File: src/shared/rtd_pkg.sv
// constants and carrier types for the third input channel register bank
package rtd_pkg;
   // register word addresses on the register port
   localparam logic [15:0] RTD_ADDR_MEAS_INT = 16'h9c45;
   localparam logic [15:0] RTD_ADDR_FLOAT_HI = 16'h9c4b;
   localparam logic [15:0] RTD_ADDR_FLOAT_LO = 16'h9c4c;
   localparam logic [15:0] RTD_ADDR_CFG = 16'h9c67;

   // configuration word layout
   localparam int RTD_CFG_USED_W = 8;
   localparam logic [7:0] RTD_CFG_RST = 8'h02;
   localparam logic [7:0] RTD_CFG_PAD = 8'h00;

   // sensor type codes, bits 7:6
   localparam logic [1:0] RTD_TYPE_PLATINUM_100_OHM = 2'h0;
   localparam logic [1:0] RTD_TYPE_NICKEL_100_OHM = 2'h1;
   localparam logic [1:0] RTD_TYPE_PLATINUM_500_OHM = 2'h2;
   localparam logic [1:0] RTD_TYPE_PLATINUM_1000_OHM = 2'h3;

   // scale of the integer measurement word
   localparam logic [1:0] RTD_SCALE_TENTH_DEGC = 2'h0;
   localparam logic [1:0] RTD_SCALE_HUNDREDTH_OHM = 2'h1;
   localparam logic [1:0] RTD_SCALE_TENTH_OHM = 2'h2;

   localparam logic [15:0] RTD_WORD_ZERO = 16'h0000;
   localparam logic [31:0] RTD_FLOAT_ZERO = 32'h0000_0000;

   // bit 7 down to bit 0 of the configuration word
   typedef struct packed {
      logic [1:0] sensor_type;
      logic measure_resist;
      logic three_wire;
      logic reject_60hz;
      logic [2:0] filter_code;
   } rtd_cfg_s;

   typedef struct packed {
      logic [15:0] int_word;
      logic [31:0] float_word;
   } rtd_meas_s;
endpackage

File: src/hdl/rtd_input_channel_regs.sv
// register bank for the third input channel: configuration and measurements
`timescale 1ns/1ps
`default_nettype none

// Contract
// RQ1 - bits 7:6 pick sensor type, reset 00
// RQ2 - bit 5 picks temperature or resistance
// RQ3 - bit 4 picks two/four or three wire
// RQ4 - bit 3 picks 50 or 60 Hz rejection
// RQ5 - bits 2:0 pick filter, reset 010
// RQ6 - bits 15:8 ignore writes, read zero
// RQ7 - integer word scale follows mode and type
// RQ8 - float value split across two words
// RQ9 - float word order follows module control bit
// RQ10 - both measurement forms update together
module rtd_input_channel_regs
   import rtd_pkg::*;
(
   input wire logic i_clk,              // 25 MHz clock
   input wire logic i_rst,              // synchronous reset, high
   input wire logic i_wr,               // register write strobe
   input wire logic i_rd,               // register read strobe
   input wire logic [15:0] i_addr,      // register word address
   input wire logic [15:0] i_wdata,     // write data
   input wire logic i_float_swap,       // module word-order control bit
   input wire logic i_conv_valid,       // conversion done pulse
   input wire rtd_meas_s i_conv,        // converted measurement
   output rtd_cfg_s o_cfg,              // configuration to acquisition
   output logic [1:0] o_int_scale,      // scale of integer word
   output logic [15:0] o_rdata,         // read data
   output logic o_rvalid,               // read answer pulse
   output logic o_rerr                  // unmapped address pulse
);

   rtd_cfg_s cfg_r;
   rtd_cfg_s cfg_nxt;
   rtd_meas_s meas_r;
   logic [1:0] scale_r;
   logic [1:0] scale_nxt;
   logic [15:0] rdata_r;
   logic rvalid_r;
   logic rerr_r;

   // address decode
   wire logic hit_int = (i_addr == RTD_ADDR_MEAS_INT);
   wire logic hit_hi = (i_addr == RTD_ADDR_FLOAT_HI);
   wire logic hit_lo = (i_addr == RTD_ADDR_FLOAT_LO);
   wire logic hit_cfg = (i_addr == RTD_ADDR_CFG);
   wire logic hit_any = hit_int | hit_hi | hit_lo | hit_cfg;
   wire logic cfg_we = i_wr & hit_cfg;

   // RQ6 upper byte dropped
   wire rtd_cfg_s wr_cfg = rtd_cfg_s'(i_wdata[RTD_CFG_USED_W-1:0]);
   // RQ1 RQ2 RQ3 RQ4 RQ5 field capture
   assign cfg_nxt = cfg_we ? wr_cfg : cfg_r;

   // RQ7 integer word scale
   wire logic is_100_ohm = (cfg_r.sensor_type == RTD_TYPE_PLATINUM_100_OHM)
      | (cfg_r.sensor_type == RTD_TYPE_NICKEL_100_OHM);
   assign scale_nxt = !cfg_r.measure_resist ? RTD_SCALE_TENTH_DEGC :
      is_100_ohm ? RTD_SCALE_HUNDREDTH_OHM : RTD_SCALE_TENTH_OHM;

   // RQ9 word order select
   wire logic [15:0] float_upper_word;
   wire logic [15:0] float_lower_word;
   assign {float_upper_word, float_lower_word} = meas_r.float_word;
   wire logic [15:0] word_at_hi = i_float_swap ? float_lower_word : float_upper_word;
   wire logic [15:0] word_at_lo = i_float_swap ? float_upper_word : float_lower_word;

   // RQ6 read mux, upper byte zero
   // RQ8 float words readable
   wire logic [15:0] rd_mux =
      hit_cfg ? {RTD_CFG_PAD, cfg_r} :
      hit_int ? meas_r.int_word :
      hit_hi ? word_at_hi :
      hit_lo ? word_at_lo : RTD_WORD_ZERO;

   always_ff @(posedge i_clk) begin
      if (i_rst) begin
         cfg_r <= rtd_cfg_s'(RTD_CFG_RST);
      end else begin
         cfg_r <= cfg_nxt;
      end
   end

   // RQ10 single capture of both forms
   always_ff @(posedge i_clk) begin
      if (i_rst) begin
         meas_r <= '{int_word: RTD_WORD_ZERO, float_word: RTD_FLOAT_ZERO};
      end else if (i_conv_valid) begin
         meas_r <= i_conv;
      end
   end

   always_ff @(posedge i_clk) begin
      if (i_rst) begin
         scale_r <= RTD_SCALE_TENTH_DEGC;
      end else begin
         scale_r <= scale_nxt;
      end
   end

   always_ff @(posedge i_clk) begin
      if (i_rst) begin
         rdata_r <= RTD_WORD_ZERO;
         rvalid_r <= 1'b0;
         rerr_r <= 1'b0;
      end else begin
         rdata_r <= i_rd ? rd_mux : rdata_r;
         rvalid_r <= i_rd;
         rerr_r <= (i_rd | i_wr) & ~hit_any;
      end
   end

   assign o_cfg = cfg_r;
   assign o_int_scale = scale_r;
   assign o_rdata = rdata_r;
   assign o_rvalid = rvalid_r;
   assign o_rerr = rerr_r;

   logic past_valid_r;
   always_ff @(posedge i_clk) begin
      if (i_rst) begin
         past_valid_r <= 1'b0;
      end else begin
         past_valid_r <= 1'b1;
      end
   end

   // views of the read word and reset word for the checks
   wire rtd_cfg_s rst_cfg = rtd_cfg_s'(RTD_CFG_RST);
   wire logic [RTD_CFG_USED_W-1:0] rdata_pad;
   wire rtd_cfg_s rdata_cfg;
   assign {rdata_pad, rdata_cfg} = rdata_r;
endmodule

`default_nettype wire

File: config.mk
export PLATFORM = sky130hd
export DESIGN_NAME = rtd_input_channel_regs
export DESIGN_NICKNAME = d
export VERILOG_FILES = /design/src/shared/rtd_pkg.sv /design/src/hdl/rtd_input_channel_regs.sv
export SDC_FILE = /design/constraint.sdc
export NUM_CORES = 1
export LEC_CHECK = 0
export ABC_AREA = 1
export ABC_CLOCK_PERIOD_IN_PS = 1240
export BUFFER_PORTS_ARGS = -buffer_cell sky130_fd_sc_hd__buf_4
export CORE_ASPECT_RATIO = 0.5
export CORE_MARGIN = 10
export CORE_UTILIZATION = 45
export CTS_BUF_LIST = sky130_fd_sc_hd__clkbuf_4 sky130_fd_sc_hd__clkbuf_8 sky130_fd_sc_hd__clkbuf_16
export CTS_CLUSTER_DIAMETER = 60
export DETAILED_ROUTE_END_ITERATION = 16
export PLACE_DENSITY = 0.71
export SYNTH_ARGS = -nofsm -noshare
export SYNTH_HDL_FRONTEND = slang
export SYNTH_SLANG_ARGS = --single-unit
File: constraint.sdc
create_clock -name i_clk -period 1.24 [get_ports i_clk]
set_input_delay 0.186 -clock i_clk [delete_from_list [all_inputs] [get_ports i_clk]]
set_output_delay 0.186 -clock i_clk [all_outputs]
set_load 0.05 [all_outputs]
==> metrics.txt <==
Post-Route WL=11.06 mm; global route overflow=0; Max Freq=~0.86 GHz; share of total power in sequential cells=40.8%; biggest fanout along the worst timing path=2; minimum period implied by the final worst setup slack=roughly 1.2 ns; EDFF count, synth=0; cell with the largest stage delay on the worst path=sky130_fd_sc_hd__dfxtp_1; combinational share of power=10.8%; Worst Setup End Kind=flip-flop; Switching Fraction=22.41%; antenna violations before repair=0; Final Max Slew Viols=0; ys async rst share=0%; gate family responsible for the most delay along the worst path=compound AO/OA/AOI/OAI gates; later-pin clock latency in the skew report=0.34 ns; final-layout fill cell count=742; start-to-end type of the worst setup path=flip-flop to flip-flop; DP HPWL=between 8 and 9 mm; clk root buf=sky130_fd_sc_hd__clkbuf_16; depth of the worst register-to-register path=6; flop and latch count out of synthesis=76; Psw=roughly 0.0014 W; Setup Total Neg Slack=0 ns; Crit path arrival time=about 1.4 ns; leakage component of the power=2.320 nW; starting utilization of the core area=46.82%; most frequently used flop master after synthesis=sky130_fd_sc_hd__dfxtp_1; area enclosed by the die boundary=around 13000 sq um; Post-CTS Setup Inserts=0; global routing usage summed across all routing layers=roughly 17%; share of Yosys cell area claimed by the top area cell type=40.19%; Clock Tree Buf Depth=2; Worst Hold Class=input port to flip-flop; Levels on crit path=6; setup repair after global routing missed its margin=no; Layout Nets=708; Min-Delay Path Depth=3; cells traversed along the worst timing path=inv_1 -> o21ai_0 -> nand3_1 -> nand4_1 -> nand2_1 -> a21oi_1; average wire per standard cell=14.96 microns; clock tree from TritonCTS=built; internal power contribution=between 0.004 and 0.005 W; Post-Syn Area per Cell=7.267 sq um; die width=149.7 microns; per-cell via count in the routed design=5.026; Fin. Hold Viols=0; peak supply drop=0.0007844 V; Ys Warns=0; dominant cell by count in the synthesized netlist=sky130_fd_sc_hd__nor2_1; vias in the first global route=3419; top cell types by occurrence after synthesis=80 x sky130_fd_sc_hd__nor2_1, 79 x sky130_fd_sc_hd__o21ai_0, 76 x sky130_fd_sc_hd__dfxtp_1; sequential fraction of the synthesis area=40.19%; CTS HTree Levels=3; Post-Layout Inst Area=about 5000 sq um; I/O Buffers=105; Num CTS Buffers=9; pin count of the biggest net entering global routing=74; clock share of power=between 40% and 50%; Worst-Margin Slew=0.3727 ns; clock-pin slew on the worst setup and hold paths=0.06 ns; status=completed; DRC violation count after routing=0; number of buffer and inverter stages on the critical path=1; sinks on the clock net=76; largest area contributor in the netlist=sky130_fd_sc_hd__dfxtp_1; top cells by area in the synthesized netlist=sky130_fd_sc_hd__dfxtp_1 40%, sky130_fd_sc_hd__o21ai_0 10%, sky130_fd_sc_hd__nor2_1 7.9%; placer's final routability congestion estimate=0.8656; number of iterations in the first detailed-routing pass=5; DRC violation total after the first TritonRoute iteration=291; hold-fix buffer count after cts=0; Die H=84.86 microns; pwr dens=between 1000 and 1500 nW/um^2; tightest slew margin relative to the limit=~75%; count of distinct cell types in the synthesized netlist=27; part of the cycle the worst path needs=93.53%; Final setup violation count=0; area of the core=between 8000 and 9000 sq um; routed via count=3714; Core Rows=23; Gate Count Post-Synth=about 520; type of element launching the critical path=flip-flop; max_cap viols=0; area after detailed placement=4747 sq um; Synth Cell Area=3786 sq um; worst-case clock skew=0.008245 ns; Post-Synthesis Net Count=607; layout cell share with drive strength beyond 1=30.46%; remaining number of nets flagged by the antenna check after routing=0; ANT cells=0; critical path required time=1.51 ns; Syn-to-layout area delta=34.77%; wire length of the first global-routing pass=17.29 mm; Largest stage delay, worst path=about 0.32 ns; IO Count=114
==> area by class of cell <==
class | instances | area (sq um) | area share, %
multi-input cells | 373 | 1919 | 37.62
clock inverters | 4 | 95.09 | 1.864
well taps | 112 | 140.1 | 2.746
repair buffers | 122 | 1016 | 19.91
inverters | 40 | 150.1 | 2.943
flip-flops and latches | 76 | 1521 | 29.82
clock buffers | 12 | 260.3 | 5.101
==> power by group through the flow <==
stage | logic, W | registers (W) | clock network [W]
detailed placement | 0.000685 | 0.00266 | 0
global route | 0.000774 | 0.00262 | 0.00322
CTS | 0.000689 | 0.00261 | 0.00312
finish | 0.000691 | 0.00261 | 0.00309
global placement | 0.000674 | 0.00266 | 0
floorplan | 0.000350 | 0.00266 | 0
==> state kept, by name (all words and copies together) (netlist names) <==
register and flops:
float_lower_word 16, float_upper_word 16, meas_r 16, o_cfg 8, o_int_scale 2, o_rdata 16, o_rerr 1, o_rvalid 1
==> logic make-up (layout without fill, tap and decap cells) <==
family	count (synthesis)	count (layout)	synth area share (%)
AND/OR/NAND/NOR	243	243	32.35
buffers and inverters	72	178	9.121
flip-flops	76	76	40.19
AO/OA/AOI/OAI	130	130	18.34
==> timing repair <==
item / 4_1_cts / 5_1_grt
endpoints found under the setup margin: 0 / 4
hold endpoints to repair: 0 / 0
gates resized for setup: 0 / 6
==> tightest hold or removal path: stages <==
cell                      delay (ns)
sky130_fd_sc_hd__buf_4          0.08
sky130_fd_sc_hd__nand2_1        0.05
sky130_fd_sc_hd__nand3_1        0.06
==> stage by stage <==
step	power [W]	std cells	setup slack (ns)	util, %	hold slack [ns]
floorplan	0.003011	521	0.08265	-	0.2590
global placement	0.003333	723	-0.1002	58.70	0.3952
detailed placement	0.003347	723	-0.1350	58.70	0.4052
CTS	0.006418	739	0.003464	63.10	0.04910
global route	0.006619	739	0.01908	63.10	0.07205
finish	0.006395	739	0.08019	63.10	0.05371
==> final timing paths <==
| check | start | endpoint | slack, ns |
|---|---|---|---|
| setup / recovery | float_lower_word[2]$_SDFFE_PP0P_ | o_rdata[2]$_SDFFE_PP0P_ | 0.08 |
| hold / removal | i_wdata[1] | o_cfg[1]$_SDFFE_PP1P_ | 0.05 |
| setup reg to reg | float_lower_word[2]$_SDFFE_PP0P_ | o_rdata[2]$_SDFFE_PP0P_ | 0.08 |
| hold reg to reg | float_upper_word[2]$_SDFFE_PP0P_ | float_upper_word[2]$_SDFFE_PP0P_ | 0.47 |
==> cells in the final DEF, fill, tap and decap left out, drive strengths merged <==
cell | synthesis | routed
buf | 16 | 122
nor2 | 96 | 96
o21ai | 79 | 79
dfxtp | 76 | 76
nand2 | 75 | 75
nand3 | 61 | 61
a21oi | 48 | 48
inv | 39 | 39
clkbuf | 16 | 12
nand4 | 9 | 9
bufinv | 0 | 3
a211oi | 3 | 3
nor3 | 2 | 2
clkinv | 1 | 2
==> per-layer routing <==
metal  up-vias  GRT usage, %  wire length [microns]
met1      1672         23.44                   5249
met2       112         24.44                   4806
met3         9         5.879                    899
li1       1921             -                      -
met4         0         4.912                    103
met5         -             0                      0
No activity file was read; power rests on OpenSTA's default activity.
